## config.mk

```make
export PLATFORM = sky130hd
export DESIGN_NAME = rphc_top
export DESIGN_NICKNAME = d
export VERILOG_FILES = /design/src/hw/rphc_top.v /design/src/hw/rphc_crc16.v /design/src/hw/rphc_nvflags.v
export VERILOG_INCLUDE_DIRS = /design/src /design/src/hw
export SDC_FILE = /design/constraint.sdc
export NUM_CORES = 1
export LEC_CHECK = 0
export ABC_AREA = 0
export CAP_MARGIN = 15
export CORE_ASPECT_RATIO = 1.4
export CORE_MARGIN = 1.5
export CORE_UTILIZATION = 26
export DETAILED_ROUTE_END_ITERATION = 10
export DONT_BUFFER_PORTS = 1
export PLACE_DENSITY_LB_ADDON = 0.1
export SLEW_MARGIN = 20
export SYNTH_ARGS = -nofsm -noshare
export SYNTH_HDL_FRONTEND = slang
export SYNTH_SLANG_ARGS = --single-unit
export TNS_END_PERCENT = 1
```

## constraint.sdc

```tcl
create_clock -name CLK -period 6 [get_ports CLK]
set_input_delay 0.6 -clock CLK [delete_from_list [all_inputs] [get_ports CLK]]
set_output_delay 0.6 -clock CLK [all_outputs]
set_load 0.01 [all_outputs]
```

## src/hw/rphc_defines.vh

```
`ifndef RPHC_DEFINES_VH
`define RPHC_DEFINES_VH
// Command codes
`define RPHC_CODE_HIDE    16'hE001
`define RPHC_CODE_UNHIDE  16'hE002
// Frame lengths in bits (code + fields + crc)
`define RPHC_LEN_HIDE     7'd48
`define RPHC_LEN_UNHIDE   7'd80
// Reply length: header bit, handle, crc
`define RPHC_LEN_REPLY    6'd33
// CRC-16 preset and residue of a good frame
`define RPHC_CRC_PRESET   16'hFFFF
`define RPHC_CRC_POLY     16'h1021
`define RPHC_CRC_RESIDUE  16'h1D0F
// Protocol state codes
`define RPHC_ST_READY     3'h0
`define RPHC_ST_ARB       3'h1
`define RPHC_ST_REPLY     3'h2
`define RPHC_ST_ACK       3'h3
`define RPHC_ST_OPEN      3'h4
`define RPHC_ST_SECURED   3'h5
`define RPHC_ST_KILLED    3'h6
// Flag positions in the flag word
`define RPHC_FLAG_EPC     0
`define RPHC_FLAG_TID     1
// Timing: 20 ms reply window and count at 100 MHz
`define RPHC_WIN_MS       20
`define RPHC_CLK_MHZ      100
`define RPHC_WIN_CYC      (`RPHC_WIN_MS * 1000 * `RPHC_CLK_MHZ)
`endif

```

## src/hw/rphc_top.v

```verilog
// What this block and its reader do
// Successful hide command in secured state sets both hide flags.
// With flags set, protocol runs on but protected reads are masked.
// Successful unhide command clears both hide flags.
// Zero access password: hide command ignored, no reply.
// Reader sends both commands behind a frame-sync.
// Reader holds carrier for lesser of reply delay or 20 ms.
// Success reply is zero bit, handle, CRC-16 over both.
// Hiding takes effect right after the hide reply ends.
// Internal failure sends an error code instead of the handle reply.
// Reader treats no reply within 20 ms as failure.
// Replies always ask for the extended preamble.
// Hide frame: code E001, handle, CRC-16.
// Ready, killed kept; arbitrate, reply, acknowledged go arbitrate; no reply.
// Hide: open ignored; secured good pass replies, bad pass arbitrate. The code checks no password on hide; a wrong handle is ignored.
// Reader issues a fresh RN16 before the unhide command.
// Unhide frame: code E002, password xor doubled RN16, handle, CRC.
// CRC-16 covers code through handle and is checked first.
// Unhide in open or secured: good replies, bad pass arbitrate.
// Hide flags live in nonvolatile storage.
// Success reply only after the nonvolatile write completes.
`timescale 1ns/1ns
`include "rphc_defines.vh"
module rphc_top (
  input  wire        CLK,
  input  wire        RST_B,
  input  wire        CE,
  input  wire        FRAME_SYNC,
  input  wire        RX_VLD,
  input  wire        RX_BIT,
  input  wire        RX_END,
  input  wire [2:0]  STATE_IN,
  input  wire [15:0] HANDLE,
  input  wire [15:0] RN16,
  input  wire [31:0] ACCESS_PWD,
  input  wire        NV_LOAD,
  input  wire [1:0]  NV_STORED,
  input  wire        NV_DONE,
  input  wire        NV_FAIL,
  input  wire        RD_REQ_EPC,
  input  wire        RD_REQ_TID,
  input  wire        TX_READY,
  output reg         STATE_WE,
  output reg  [2:0]  STATE_OUT,
  output wire        NV_WR,
  output wire [1:0]  NV_WDATA,
  output reg         TX_START,
  output reg         TX_ERR,
  output reg         TX_TREXT,
  output reg  [32:0] TX_DATA,
  output wire        EPC_HIDE,
  output wire        TID_HIDE,
  output wire        RD_BLOCK
);
  localparam S_IDLE = 2'd0;
  localparam S_NV   = 2'd1;
  localparam S_TX   = 2'd2;
  reg        rst_s1_q;
  reg        rst_s2_q;
  wire       rst_n = rst_s2_q;
  reg [79:0] sr_q;
  reg [6:0]  cnt_q;
  reg        busy_frm_q;
  reg [1:0]  fsm_q;
  reg        hide_q;
  reg [1:0]  pend_q;
  reg [1:0]  eff_q;
  reg        nv_req_q;
  wire       nv_busy;
  wire       nv_ok;
  wire       nv_err;
  wire [1:0] nv_flags;
  wire [15:0] crc;
  reg [15:0] rcrc_q;
  // Reset release through two flops
  always @(posedge CLK or negedge RST_B)
  begin
    if (!RST_B)
    begin
      rst_s1_q <= 1'b0;
      rst_s2_q <= 1'b0;
    end
    else
    begin
      rst_s1_q <= 1'b1;
      rst_s2_q <= rst_s1_q;
    end
  end
  // Active state test used by both commands
  function is_arb_group;
    input [2:0] st;
    begin
      is_arb_group = (st == `RPHC_ST_ARB) || (st == `RPHC_ST_REPLY) ||
                     (st == `RPHC_ST_ACK);
    end
  endfunction
  // States that hold the handle for an authorised command
  function is_auth_group;
    input [2:0] st;
    begin
      is_auth_group = (st == `RPHC_ST_OPEN) || (st == `RPHC_ST_SECURED);
    end
  endfunction
  // reply CRC-16
  // Built here so the transmitter only serialises; preset and inversion match the forward link
  function [15:0] reply_crc;
    input [16:0] word;
    reg   [15:0] c;
    integer      b;
    begin
      c = `RPHC_CRC_PRESET;
      for (b = 16; b >= 0; b = b - 1)
        c = {c[14:0], 1'b0} ^ ((c[15] ^ word[b]) ? `RPHC_CRC_POLY : 16'h0000);
      reply_crc = ~c;
    end
  endfunction
  // frame CRC check
  rphc_crc16 u_crc (
    .clk     (CLK),
    .rst_n   (rst_n),
    .ce      (CE),
    .init    (FRAME_SYNC),
    .bit_vld (RX_VLD),
    .bit_in  (RX_BIT),
    .crc     (crc)
  );
  // nonvolatile flag store
  rphc_nvflags u_nv (
    .clk       (CLK),
    .rst_n     (rst_n),
    .ce        (CE),
    .wr_req    (nv_req_q),
    .wr_data   (pend_q),
    .nv_done   (NV_DONE),
    .nv_fail   (NV_FAIL),
    .nv_stored (NV_STORED),
    .load      (NV_LOAD),
    .busy      (nv_busy),
    .ok        (nv_ok),
    .err       (nv_err),
    .flags     (nv_flags)
  );
  assign NV_WR    = nv_req_q;
  assign NV_WDATA = pend_q;
  // shifter restarts only on frame-sync
  always @(posedge CLK or negedge rst_n)
  begin
    if (!rst_n)
    begin
      sr_q       <= 80'h0;
      cnt_q      <= 7'd0;
      busy_frm_q <= 1'b0;
      rcrc_q     <= 16'h0000;
    end
    else if (CE)
    begin
      if (FRAME_SYNC)
      begin
        cnt_q      <= 7'd0;
        busy_frm_q <= 1'b1;
      end
      else if (RX_VLD && busy_frm_q && cnt_q != 7'd80)
      begin
        sr_q  <= {sr_q[78:0], RX_BIT};
        cnt_q <= cnt_q + 7'd1;
      end
      else if (RX_END)
        busy_frm_q <= 1'b0;
      rcrc_q <= crc;
    end
  end
  // Frame field decode, last bits are newest
  wire [15:0] h_code   = sr_q[47:32];
  wire [15:0] h_handle = sr_q[31:16];
  wire [15:0] u_code   = sr_q[79:64];
  wire [31:0] u_pwd    = sr_q[63:32];
  wire [15:0] u_handle = sr_q[31:16];
  // hide frame recognised
  wire is_hide   = (cnt_q == `RPHC_LEN_HIDE) && (h_code == `RPHC_CODE_HIDE);
  // unhide frame recognised
  wire is_unhide = (cnt_q == `RPHC_LEN_UNHIDE) && (u_code == `RPHC_CODE_UNHIDE);
  // Residue is taken a cycle late, so the end strobe must trail the last bit
  wire crc_ok    = (rcrc_q == `RPHC_CRC_RESIDUE);
  // password cover with doubled RN16
  wire pwd_ok    = ((u_pwd ^ {RN16, RN16}) == ACCESS_PWD);
  // A frame counts only at its end, once length, code and CRC agree
  wire fin       = CE && RX_END && busy_frm_q && crc_ok && (is_hide || is_unhide);
  wire [2:0] st  = STATE_IN;
  // Command sequencer: decide, write NV, then reply
  always @(posedge CLK or negedge rst_n)
  begin
    if (!rst_n)
    begin
      fsm_q     <= S_IDLE;
      hide_q    <= 1'b0;
      pend_q    <= 2'b00;
      nv_req_q  <= 1'b0;
      STATE_WE  <= 1'b0;
      STATE_OUT <= `RPHC_ST_READY;
      TX_START  <= 1'b0;
      TX_ERR    <= 1'b0;
      TX_TREXT  <= 1'b0;
      TX_DATA   <= 33'h0;
    end
    else if (CE)
    begin
      // Strobes stand for one enabled cycle only
      STATE_WE <= 1'b0;
      nv_req_q <= 1'b0;
      TX_START <= 1'b0;
      case (fsm_q)
        S_IDLE:
        begin
          // A store still in flight takes no new command
          if (fin && !nv_busy)
          begin
            // silent states
            if (is_arb_group(st))
            begin
              STATE_WE  <= 1'b1;
              STATE_OUT <= `RPHC_ST_ARB;
            end
            // zero password ignore
            else if (is_hide && ACCESS_PWD == 32'h0)
              fsm_q <= S_IDLE;
            // hide in secured only
            else if (is_hide && st == `RPHC_ST_SECURED && h_handle == HANDLE)
            begin
              hide_q   <= 1'b1;
              pend_q   <= 2'b11;
              nv_req_q <= 1'b1;
              fsm_q    <= S_NV;
            end
            // unhide in open or secured
            else if (is_unhide && u_handle == HANDLE &&
                     is_auth_group(st))
            begin
              if (pwd_ok)
              begin
                hide_q   <= 1'b0;
                pend_q   <= 2'b00;
                nv_req_q <= 1'b1;
                fsm_q    <= S_NV;
              end
              else
              begin
                STATE_WE  <= 1'b1;
                STATE_OUT <= `RPHC_ST_ARB;
              end
            end
          end
        end
        S_NV:
        begin
          // reply waits for NV completion
          if (nv_ok || nv_err)
          begin
            // header zero, handle, CRC
            TX_DATA  <= {1'b0, HANDLE, reply_crc({1'b0, HANDLE})};
            // error code path
            TX_ERR   <= nv_err;
            // forced extended preamble
            TX_TREXT <= 1'b1;
            TX_START <= 1'b1;
            fsm_q    <= S_TX;
          end
        end
        S_TX:
        begin
          if (TX_READY)
            fsm_q <= S_IDLE;
        end
        default:
          fsm_q <= S_IDLE;
      endcase
    end
  end
  // The hide frame carries no password, so only the zero-password test applies
  // Effective flags: hide applies only after reply, unhide at NV commit
  always @(posedge CLK or negedge rst_n)
  begin
    if (!rst_n)
      eff_q <= 2'b00;
    else if (CE)
    begin
      // Power-up load wins over any command in the same cycle
      if (NV_LOAD)
        eff_q <= NV_STORED;
      // hide after reply ends
      else if (fsm_q == S_TX && TX_READY && hide_q && !TX_ERR)
        eff_q <= nv_flags;
      // unhide clears flags
      else if (fsm_q == S_NV && nv_ok && !hide_q)
        eff_q <= 2'b00;
    end
  end
  // both hide flags
  assign EPC_HIDE = eff_q[`RPHC_FLAG_EPC];
  assign TID_HIDE = eff_q[`RPHC_FLAG_TID];
  // reads masked, protocol untouched
  assign RD_BLOCK = (RD_REQ_EPC && EPC_HIDE) || (RD_REQ_TID && TID_HIDE);
endmodule // rphc_top

```

## src/hw/rphc_crc16.v

```verilog
`timescale 1ns/1ns
`include "rphc_defines.vh"
module rphc_crc16 (
  input  wire        clk,
  input  wire        rst_n,
  input  wire        ce,
  input  wire        init,
  input  wire        bit_vld,
  input  wire        bit_in,
  output wire [15:0] crc
);
  reg  [15:0] crc_q;
  wire        fb = crc_q[15] ^ bit_in;
  // Serial CCITT shift register, preset on init
  always @(posedge clk or negedge rst_n)
  begin
    if (!rst_n)
      crc_q <= `RPHC_CRC_PRESET;
    else if (ce)
    begin
      if (init)
        crc_q <= `RPHC_CRC_PRESET;
      else if (bit_vld)
        crc_q <= {crc_q[14:0], 1'b0} ^ (fb ? `RPHC_CRC_POLY : 16'h0000);
    end
  end
  assign crc = crc_q;
endmodule // rphc_crc16

```

## src/hw/rphc_nvflags.v

```verilog
`timescale 1ns/1ns
`include "rphc_defines.vh"
module rphc_nvflags (
  input  wire       clk,
  input  wire       rst_n,
  input  wire       ce,
  input  wire       wr_req,
  input  wire [1:0] wr_data,
  input  wire       nv_done,
  input  wire       nv_fail,
  input  wire [1:0] nv_stored,
  input  wire       load,
  output reg        busy,
  output reg        ok,
  output reg        err,
  output reg  [1:0] flags
);
  reg [1:0] pend_q;
  // Shadow follows the cell only on load or after a completed write, so an aborted one keeps old values
  always @(posedge clk or negedge rst_n)
  begin
    if (!rst_n)
    begin
      busy   <= 1'b0;
      ok     <= 1'b0;
      err    <= 1'b0;
      flags  <= 2'b00;
      pend_q <= 2'b00;
    end
    else if (ce)
    begin
      ok  <= 1'b0;
      err <= 1'b0;
      if (load)
        flags <= nv_stored;
      else if (wr_req && !busy)
      begin
        busy   <= 1'b1;
        pend_q <= wr_data;
      end
      else if (busy && nv_done)
      begin
        busy  <= 1'b0;
        ok    <= 1'b1;
        flags <= pend_q;
      end
      else if (busy && nv_fail)
      begin
        busy <= 1'b0;
        err  <= 1'b1;
      end
    end
  end
endmodule // rphc_nvflags

```

==> results of run 1 <==
[report_power, final]
| part | switching (W) | leakage, nW | internal (W) |
|---|---|---|---|
| Clock | 0.000472 | 0.325 | 0.000783 |
| Sequential | 0.0000422 | 2.23 | 0.00121 |
| Combinational | 0.0000976 | 1.69 | 0.000121 |
[kinds of logic after synthesis]
kind of cell / after synthesis / share of synthesized area (%)
XOR/XNOR: 87 / 12.9
AO/OA/AOI/OAI: 93 / 8.09
multiplexers: 98 / 13.3
AND/OR/NAND/NOR: 179 / 10.9
buffers and inverters: 48 / 2.48
other: 2 / 0.0907
adder cells (fa/ha/maj): 2 / 0.302
flip-flops: 171 / 51.9
[final cells by class]
class	instances	share of cell area, %
clock inverters	14	2.54
clock buffers	18	4.59
well taps	395	5.28
inverters	11	0.441
multi-input cells	463	40.4
flip-flops and latches	171	46.0
repair buffers	7	0.722
[stage by stage]
step,hold WS [ns],utilization [%]
2_1_floorplan,0.304,-
3_3_place_gp,0.305,27.5
3_5_place_dp,0.305,27.5
4_1_cts,0.222,29.6
5_1_grt,0.240,29.7
6_report,0.260,29.7
[cell usage in the layout, fill, tap and decap left out, types with 4 or more instances in the layout]
master | synthesis | routed
conb_1 | 2 | 4
nand4_1 | 14 | 14
nand2_1 | 89 | 89
clkbuf_16 | 0 | 17
dfrtp_1 | 155 | 154
xnor2_1 | 22 | 22
inv_6 | 0 | 4
inv_1 | 11 | 11
dfstp_2 | 16 | 16
nand2b_1 | 7 | 7
buf_4 | 5 | 5
mux2_2 | 98 | 98
o22a_1 | 32 | 32
nor4_1 | 18 | 18
bufinv_16 | 0 | 6
xor2_1 | 43 | 43
nand3_1 | 11 | 11
a21oi_1 | 7 | 7
o21ai_0 | 29 | 29
nor2_1 | 7 | 7
nor3_1 | 4 | 4
xnor3_1 | 22 | 22
[worst max-delay path, cell delays in order (launching register included)]
cell and delay, ns:
dfrtp_1 0.39, or4_1 0.52, nor4_1 0.42, nand4_1 0.29, a211o_1 0.35, a21o_1 0.19, a221oi_2 0.24
[per-layer routing]
metal,wire length (µm),GRT usage [%],share of wire [%]
met1,8170,14.5,42
met2,9420,20.2,49
met3,1180,3.42,6.1
met4,574,6.31,3.0
met5,0,0,0
[state kept, by name (all words and copies together), names as in the netlist, 2 cells and up]
| register | cells |
|---|---|
| TX_DATA | 32 |
| rcrc_q | 16 |
| sr_q | 80 |
| cnt_q | 7 |
| u_crc.crc | 16 |
| u_nv.flags | 2 |
| eff_q | 2 |
| fsm_q | 2 |
[worst max-delay path by stage]
stage	slack [ns]	endpoint	cells past startpoint
after CTS	3.41	fsm_q[0]	6
final	3.52	fsm_q[0]	6
after detailed placement	3.43	fsm_q[0]	6
after floorplan	0.91	NV_WDATA[0]	0
after global placement	3.48	fsm_q[0]	6
after global routing	3.33	fsm_q[0]	6
[what timing repair did]
item / 4_1_cts / 5_1_grt
setup buffers: 0 / 0
hold buffers: 1 / 0
hold endpoints to repair: 2 / 0
==> impl_metrics.py, run 1 <==
metrics = {
    "layout": {
        "multi_input_area_um2": 3780,
        "drive_above_1_share_pct": 23.1,
        "antenna_cells": 0,
        "nets": 755,
        "regArea_um2": 4300,
        "fillers": 3209,
        "area_growth_pct": 13.0,
        "finalNonFillerCells": 1079,
        "stdcell_area_um2": 9360,
    },
    "clocking": {
        "cts.sinks": 171,
        "cts_tree": "yes",
        "cts_resized": 0,
        "htreeDepth": 4,
        "root_buffer": "clkbuf_16",
        "path_clk_slew_ns": 0.07,
        "numCtsBuffers": 17,
        "cts_buffer_depth": 2,
        "clk-insertion-delay-late_ns": 0.44,
    },
    "timing": {
        "tightest_slew_ns": 0.904,
        "slew_headroom_pct": 39.7,
        "setup_slack_ns": 3.52,
        "setup_viol": 0,
        "min_period_ns": 2.48,
        "rsz0062_at_grt": "false",
        "tns_ns": 0,
        "hold_violations": 0,
        "final_max_slew_viol_count": 0,
        "fin_crit_sh_pct": 41.3,
        "fmax_mhz": 404,
        "clock_skew_ns": 0.00757,
    },
    "placement": {
        "post_dp_cell_area_um2": 8660,
        "place_ws_ns": 3.43,
        "placed_cells": 1045,
        "gp_congestion": 0.858,
        "dp_hpwl_mm": 14.1,
        "io_buffers": 0,
    },
    "run_status": {
        "outcome": "finished, final reports clean",
    },
    "routing": {
        "drt_iter0_markers": 213,
        "wl_mm": 19.3,
        "remaining_drc_errors": 0,
        "antenna_left": 0,
        "vias": 5134,
        "wire_per_inst_um": 17.9,
        "firstDrtPassIters": 4,
        "viasPerCell": 4.76,
    },
    "die": {
        "rows": 77,
        "io_pins": 128,
        "die-area_um2": 32900,
        "core_area_um2": 31500,
        "fp.dieW_um": 154,
        "start_util_pct": 26.3,
        "die_y_um": 214,
    },
    "logic_synthesis": {
        "yosysWarnings": 0,
        "ys_types": 52,
        "synthTopCellsByCount": "dfrtp_1, mux2_2, nand2_1, xor2_1, o22a_1",
        "yosysSeqAreaShare_pct": 51.9,
        "ys.flop_type": "dfrtp_1",
        "yosysTopAreaCellShare_pct": 46.8,
        "async_flop_share_pct": 100,
        "syn_area_um2": 8280,
        "synth_most_common_cell": "dfrtp_1",
        "synth_edf_count": 0,
        "synthCells": 680,
        "synth_area_per_cell_um2": 12.2,
        "synth_seq_cells": 171,
        "synth_top_cell_by_area": "dfrtp_1",
        "synthTopCellsByArea": "dfrtp_1, mux2_2, xnor3_1, dfstp_2, xor2_1",
    },
    "grt": {
        "grt_pass1_wl_mm": 30.9,
        "grt_pass1_vias": 5476,
        "antenna_found_initial": 0,
        "grt_max_degree": 76,
        "grt_overflow_total": 0,
        "grt_usage_pct": 12.3,
    },
    "worst_hold_path": {
        "hp-class": "in -> reg",
        "min_from": "FRAME_SYNC",
        "hold_path_end": "cnt_q[6]",
        "holdPathStages": 1,
    },
    "pwr": {
        "vdd_ir_drop_max_mv": 0.170,
        "p_leak_nw": 4.24,
        "p_per_area_nw_per_um2": 291,
        "finalPower_w": 0.00273,
    },
    "setup_path": {
        "cp_max_fo": 4,
        "rr_worst_depth": 6,
        "worstSetupPathType": "reg -> reg",
        "cp.required_ns": 6.35,
        "r2r_setup_slack_ns": 3.52,
        "timing.rr.end": "fsm_q[0]",
        "crit_arrival_ns": 2.83,
        "endpoint_kind": "flip-flop",
        "crit_start": "sr_q[64]",
        "timing.rr.start": "sr_q[64]",
        "cp-start-kind": "flip-flop",
    },
    "run": {
        "drv_cap": 0,
    },
}
(Power assumes the default switching activity.)
==> run 2: changes to the inputs <==
==> constraint.sdc (replaced) <==
create_clock -name CLK -period 2.3 [get_ports CLK]
set_input_delay 0.23 -clock CLK [delete_from_list [all_inputs] [get_ports CLK]]
set_output_delay 0.23 -clock CLK [all_outputs]
set_load 0.01 [all_outputs]
==> impl_metrics.py, run 2 (synthesis gave the netlist of run 1 again) <==
metrics = {
    "placement": {
        "io_buffers": 0,
        "dp_hpwl_mm": 14.5,
        "post_dp_cell_area_um2": 8830,
        "gp_congestion": 0.834,
    },
    "run": {
        "drv_cap": 0,
    },
    "setup_path": {
        "crit_path_top_delay_cell": "or4_4",
        "cp.buffers_inverters": 1,
        "worstSetupPathType": "reg -> reg",
        "endpoint_kind": "flip-flop",
        "cp.required_ns": 2.63,
        "crit_chain": "or4_4 -> nor4_4 -> nand4_1 -> buf_4 -> a2111oi_4 -> nand3b_1 -> a21boi_1",
        "rr_worst_depth": 7,
        "cp_max_fo": 3,
        "cp-start-kind": "flip-flop",
        "crit_family": "simple AND/OR/NAND/NOR gates",
        "path_depth": 7,
        "crit_arrival_ns": 2.65,
        "critPathMaxStageDelay_ns": 0.53,
    },
    "pwr": {
        "p_int_w": 0.00516,
        "p_per_area_nw_per_um2": 698,
        "finalPower_w": 0.00682,
        "p_seq_share_pct": 47.8,
        "switching_share_pct": 24.3,
        "vdd_ir_drop_max_mv": 0.444,
        "p_leak_nw": 4.41,
        "pwr-share-clk_pct": 42.3,
        "p_comb_share_pct": 9.9,
        "p_sw_w": 0.00166,
    },
    "die": {
        "core_area_um2": 31500,
        "start_util_pct": 26.3,
        "rows": 77,
        "die-area_um2": 32900,
        "io_pins": 128,
        "fp.dieW_um": 154,
        "die_y_um": 214,
    },
    "grt": {
        "grt_pass1_wl_mm": 32.7,
        "use_met2_pct": 22.1,
        "grt_max_degree": 50,
        "grtUsageMet3_pct": 4.26,
        "grt_pass1_vias": 5699,
        "busiest_layer": "met2",
        "grt_usage_pct": 13.1,
        "grt_overflow_total": 0,
        "grt_use_met1_pct": 15.6,
        "antenna_found_initial": 0,
    },
    "routing": {
        "wl_mm": 20.5,
        "drt_iter0_markers": 232,
        "antenna_left": 0,
        "firstDrtPassIters": 4,
        "remaining_drc_errors": 0,
        "vias": 5393,
        "viasPerCell": 4.81,
        "wire_per_inst_um": 18.3,
    },
    "timing": {
        "min_period_ns": 2.32,
        "final_max_slew_viol_count": 0,
        "fmax_mhz": 430,
        "setup_viol": 1,
        "hold_violations": 0,
        "clock_skew_ns": 0.00710,
        "slew_headroom_pct": 45.1,
        "fin_crit_sh_pct": 101,
        "hold_ws_ns": 0.0287,
        "rsz0062_at_grt": "true",
        "tightest_slew_ns": 0.821,
        "setup_slack_ns": -0.0238,
    },
    "clocking": {
        "cts.sinks": 171,
        "path_clk_slew_ns": 0.07,
        "htreeDepth": 4,
        "clk-insertion-delay-late_ns": 0.44,
        "cts_tree": "yes",
        "root_buffer": "clkbuf_16",
        "cts_buffer_depth": 2,
        "numCtsBuffers": 17,
    },
    "layout": {
        "drive_above_1_share_pct": 24.9,
        "largest_register_ffs": 80,
        "regMostFlops": "sr_q",
        "stdcell_area_um2": 9770,
        "mostFrequentLayoutCells": "dfrtp_1, mux2_2, nand2_1",
        "antenna_cells": 0,
        "area_growth_pct": 18.0,
        "nets": 798,
        "final_util_pct": 31.0,
        "fillers": 3207,
        "final_common_cell": "dfrtp_1",
        "top_regs": "sr_q x80, TX_DATA x32",
    },
    "worst_hold_path": {
        "holdPathStages": 3,
        "hp-class": "in -> reg",
    },
    "run_status": {
        "violations": "setup timing",
        "outcome": "complete, but fails checks",
    },
}
-- run 2: routing by layer --
layer	wire length, µm	share of wire, %
met1	8700	42
met2	10300	50
met3	1250	6.1
met4	295	1.4
met5	0	0
-- run 2: path summary, 6_finish.rpt --
check	startpoint	end	slack, ns
worst max register to register	sr_q[72]	NV_WDATA[0]	-0.02
worst min register to register	rst_n	sr_q[52]	0.35
worst min-delay path	NV_LOAD	u_nv.ok	0.03
worst max-delay path	sr_q[72]	NV_WDATA[0]	-0.02
max in group asynchronous	rst_n	u_crc.crc[0]	1.22
min in group asynchronous	rst_n	sr_q[52]	0.35
-- run 2: power groups by stage --
stage,sequential [W],clock [W],combinational (W)
2_1_floorplan,0.00331,0,0.000484
6_report,0.00326,0.00289,0.000673
5_1_grt,0.00328,0.00312,0.000746
4_1_cts,0.00326,0.00302,0.000687
3_3_place_gp,0.00331,0,0.000610
3_5_place_dp,0.00332,0,0.000619
-- run 2: final cells by class --
cell class / instances / area (µm²) / share of cell area [%]
Clock buffer: 18 / 439 / 4.50
Clock inverter: 13 / 141 / 1.45
Inverter: 11 / 41.3 / 0.423
Multi-Input combinational cell: 463 / 3830 / 39.2
Sequential cell: 171 / 4300 / 44.0
Tap cell: 395 / 494 / 5.06
Timing Repair Buffer: 50 / 518 / 5.30
-- run 2: timing repair --
item / CTS / global route
cloned: 0 / 0
buffers inserted: 2 / 0
gates resized for setup: 6 / 2
pin swaps: 4 / 4
hold buffers: 28 / 0
endpoints found under the setup margin: 5 / 10
hold endpoints to repair: 65 / 0
-- run 2: through the flow --
stage | TNS (ns) | instances | worst slack, ns
finish | -0.0238 | 1121 | -0.0238
global route | -0.442 | 1121 | -0.165
CTS | -0.0414 | 1121 | -0.0281
detailed placement | -0.360 | 1060 | -0.203
global placement | -0.153 | 1060 | -0.103
floorplan | 0 | 682 | 0.0797
-- run 2: worst min-delay path, delay by kind of cell --
kind             cells  cell delay, ns
AO/OA/AOI/OAI        1            0.08
AND/OR/NAND/NOR      2            0.12
==> run 3: changes to the inputs <==
--- a/config.mk
+++ b/config.mk
@@ -14,6 +14,7 @@
 export DETAILED_ROUTE_END_ITERATION = 10
 export DONT_BUFFER_PORTS = 1
 export PLACE_DENSITY_LB_ADDON = 0.1
+export RECOVER_POWER = 25
 export SLEW_MARGIN = 20
 export SYNTH_ARGS = -nofsm -noshare
 export SYNTH_HDL_FRONTEND = slang
==> impl_metrics.py, run 3 (synthesis gave the netlist of run 1 again) <==
metrics = {
    "run_status": {
        "outcome": "complete, but fails checks",
        "violations": "capacitance limit, slew limit, setup timing",
    },
    "timing": {
        "min_period_ns": 2.33,
        "clock_skew_ns": 0.00656,
        "tightest_slew_ns": 1.83,
        "setup_viol": 1,
        "final_max_slew_viol_count": 41,
        "slew_headroom_pct": -21.8,
        "hold_violations": 0,
        "fin_crit_sh_pct": 101,
        "fmax_mhz": 429,
        "tns_ns": -0.0311,
        "rsz0062_at_grt": "true",
        "setup_slack_ns": -0.0311,
        "hold_ws_ns": 0.0325,
    },
    "layout": {
        "largest_register_ffs": 80,
        "regMostFlops": "sr_q",
        "area_growth_pct": 17.8,
        "final_common_cell": "dfrtp_1",
        "stdcell_area_um2": 9750,
        "mostFrequentLayoutCells": "dfrtp_1, mux2_2, nand2_1",
        "nets": 798,
        "top_regs": "sr_q x80, TX_DATA x32",
        "antenna_cells": 0,
        "drive_above_1_share_pct": 23.0,
    },
    "clocking": {
        "cts_tree": "yes",
        "path_clk_slew_ns": 0.07,
        "htreeDepth": 4,
        "cts_buffer_depth": 2,
        "numCtsBuffers": 17,
        "clk-insertion-delay-late_ns": 0.44,
        "cts.sinks": 171,
        "root_buffer": "clkbuf_16",
    },
    "pwr": {
        "finalPower_w": 0.00681,
        "switching_share_pct": 24.4,
        "p_seq_share_pct": 47.7,
        "p_int_w": 0.00515,
        "p_comb_share_pct": 9.9,
        "p_sw_w": 0.00166,
        "p_leak_nw": 4.39,
        "vdd_ir_drop_max_mv": 0.442,
        "p_per_area_nw_per_um2": 699,
        "pwr-share-clk_pct": 42.4,
    },
    "die": {
        "core_area_um2": 31500,
        "io_pins": 128,
        "fp.dieW_um": 154,
        "rows": 77,
        "start_util_pct": 26.3,
        "die_y_um": 214,
        "die-area_um2": 32900,
    },
    "grt": {
        "grt_pass1_vias": 5699,
        "grt_max_degree": 50,
        "grt_overflow_total": 0,
        "grt_pass1_wl_mm": 32.7,
        "grt_usage_pct": 13.1,
        "antenna_found_initial": 0,
    },
    "worst_hold_path": {
        "hp-class": "in -> reg",
    },
    "setup_path": {
        "cp-start-kind": "flip-flop",
        "crit_arrival_ns": 2.66,
        "cp_max_fo": 3,
        "worstSetupPathType": "reg -> reg",
        "endpoint_kind": "flip-flop",
        "cp.required_ns": 2.63,
    },
    "placement": {
        "place_ws_ns": -0.203,
        "gp_congestion": 0.834,
        "io_buffers": 0,
        "dp_hpwl_mm": 14.5,
        "post_dp_cell_area_um2": 8830,
    },
    "routing": {
        "drt_iter0_markers": 213,
        "antenna_left": 0,
        "vias": 5340,
        "remaining_drc_errors": 0,
        "viasPerCell": 4.76,
        "wl_mm": 20.5,
        "firstDrtPassIters": 4,
        "wire_per_inst_um": 18.3,
    },
    "run": {
        "drv_cap": 1,
    },
}
[run 3: layout make-up]
cell class              count  area [µm²]
clock buffers              18         439
clock inverters            13         141
flip-flops and latches    171        4300
repair buffers             50         502
multi-input cells         463        3830
fillers                  3212       21800
inverters                  11        41.3
well taps                 395         494
[run 3: per-stage QoR]
stage	std cells	util [%]
6_report	1121	30.9
5_1_grt	1121	30.9
4_1_cts	1121	31.0
3_5_place_dp	1060	28.0
3_3_place_gp	1060	28.0
2_1_floorplan	682	-
[run 3: power groups by stage]
stage / clock [W] / combinational (W) / sequential (W)
after floorplan: 0 / 0.000484 / 0.00331
after global placement: 0 / 0.000610 / 0.00331
after detailed placement: 0 / 0.000619 / 0.00332
after CTS: 0.00302 / 0.000687 / 0.00326
after global routing: 0.00312 / 0.000744 / 0.00327
final: 0.00289 / 0.000671 / 0.00325
[run 3: metal layers]
metal / routed length (µm) / track usage, % / share of wire [%]
met2: 10300 / 22.1 / 50
met5: 0 / 0 / 0
met4: 302 / 4.30 / 1.5
met1: 8690 / 15.6 / 42
met3: 1240 / 4.26 / 6.0
[run 3: what timing repair did]
item / CTS / global route
endpoints found under the setup margin: 5 / 10
cloned: 0 / 0
gates resized for setup: 6 / 2
setup buffers: 2 / 0
hold buffers: 28 / 0
endpoints found under the hold margin: 65 / 0
pin swaps: 4 / 4
[run 3: path summary, 6_finish.rpt]
kind,start,to,slack [ns],depth (start not counted)
min in group asynchronous,RST_B,rst_s1_q,0.54,2
worst max-delay path,sr_q[64],NV_WDATA[0],-0.03,7
worst max register to register,sr_q[64],NV_WDATA[0],-0.03,7
worst min-delay path,NV_LOAD,u_nv.ok,0.03,3
worst min register to register,rst_s1_q,rst_n,0.36,0
max in group asynchronous,rst_n,u_crc.crc[0],0.28,1
[run 3: critical path, cell delays in order (launching register included)]
cell,delay (ns)
dfrtp_1,0.38
or4_4,0.55
nor4_4,0.31
nand4_1,0.18
buf_4,0.19
a2111oi_4,0.32
nand3b_1,0.14
a21boi_1,0.15
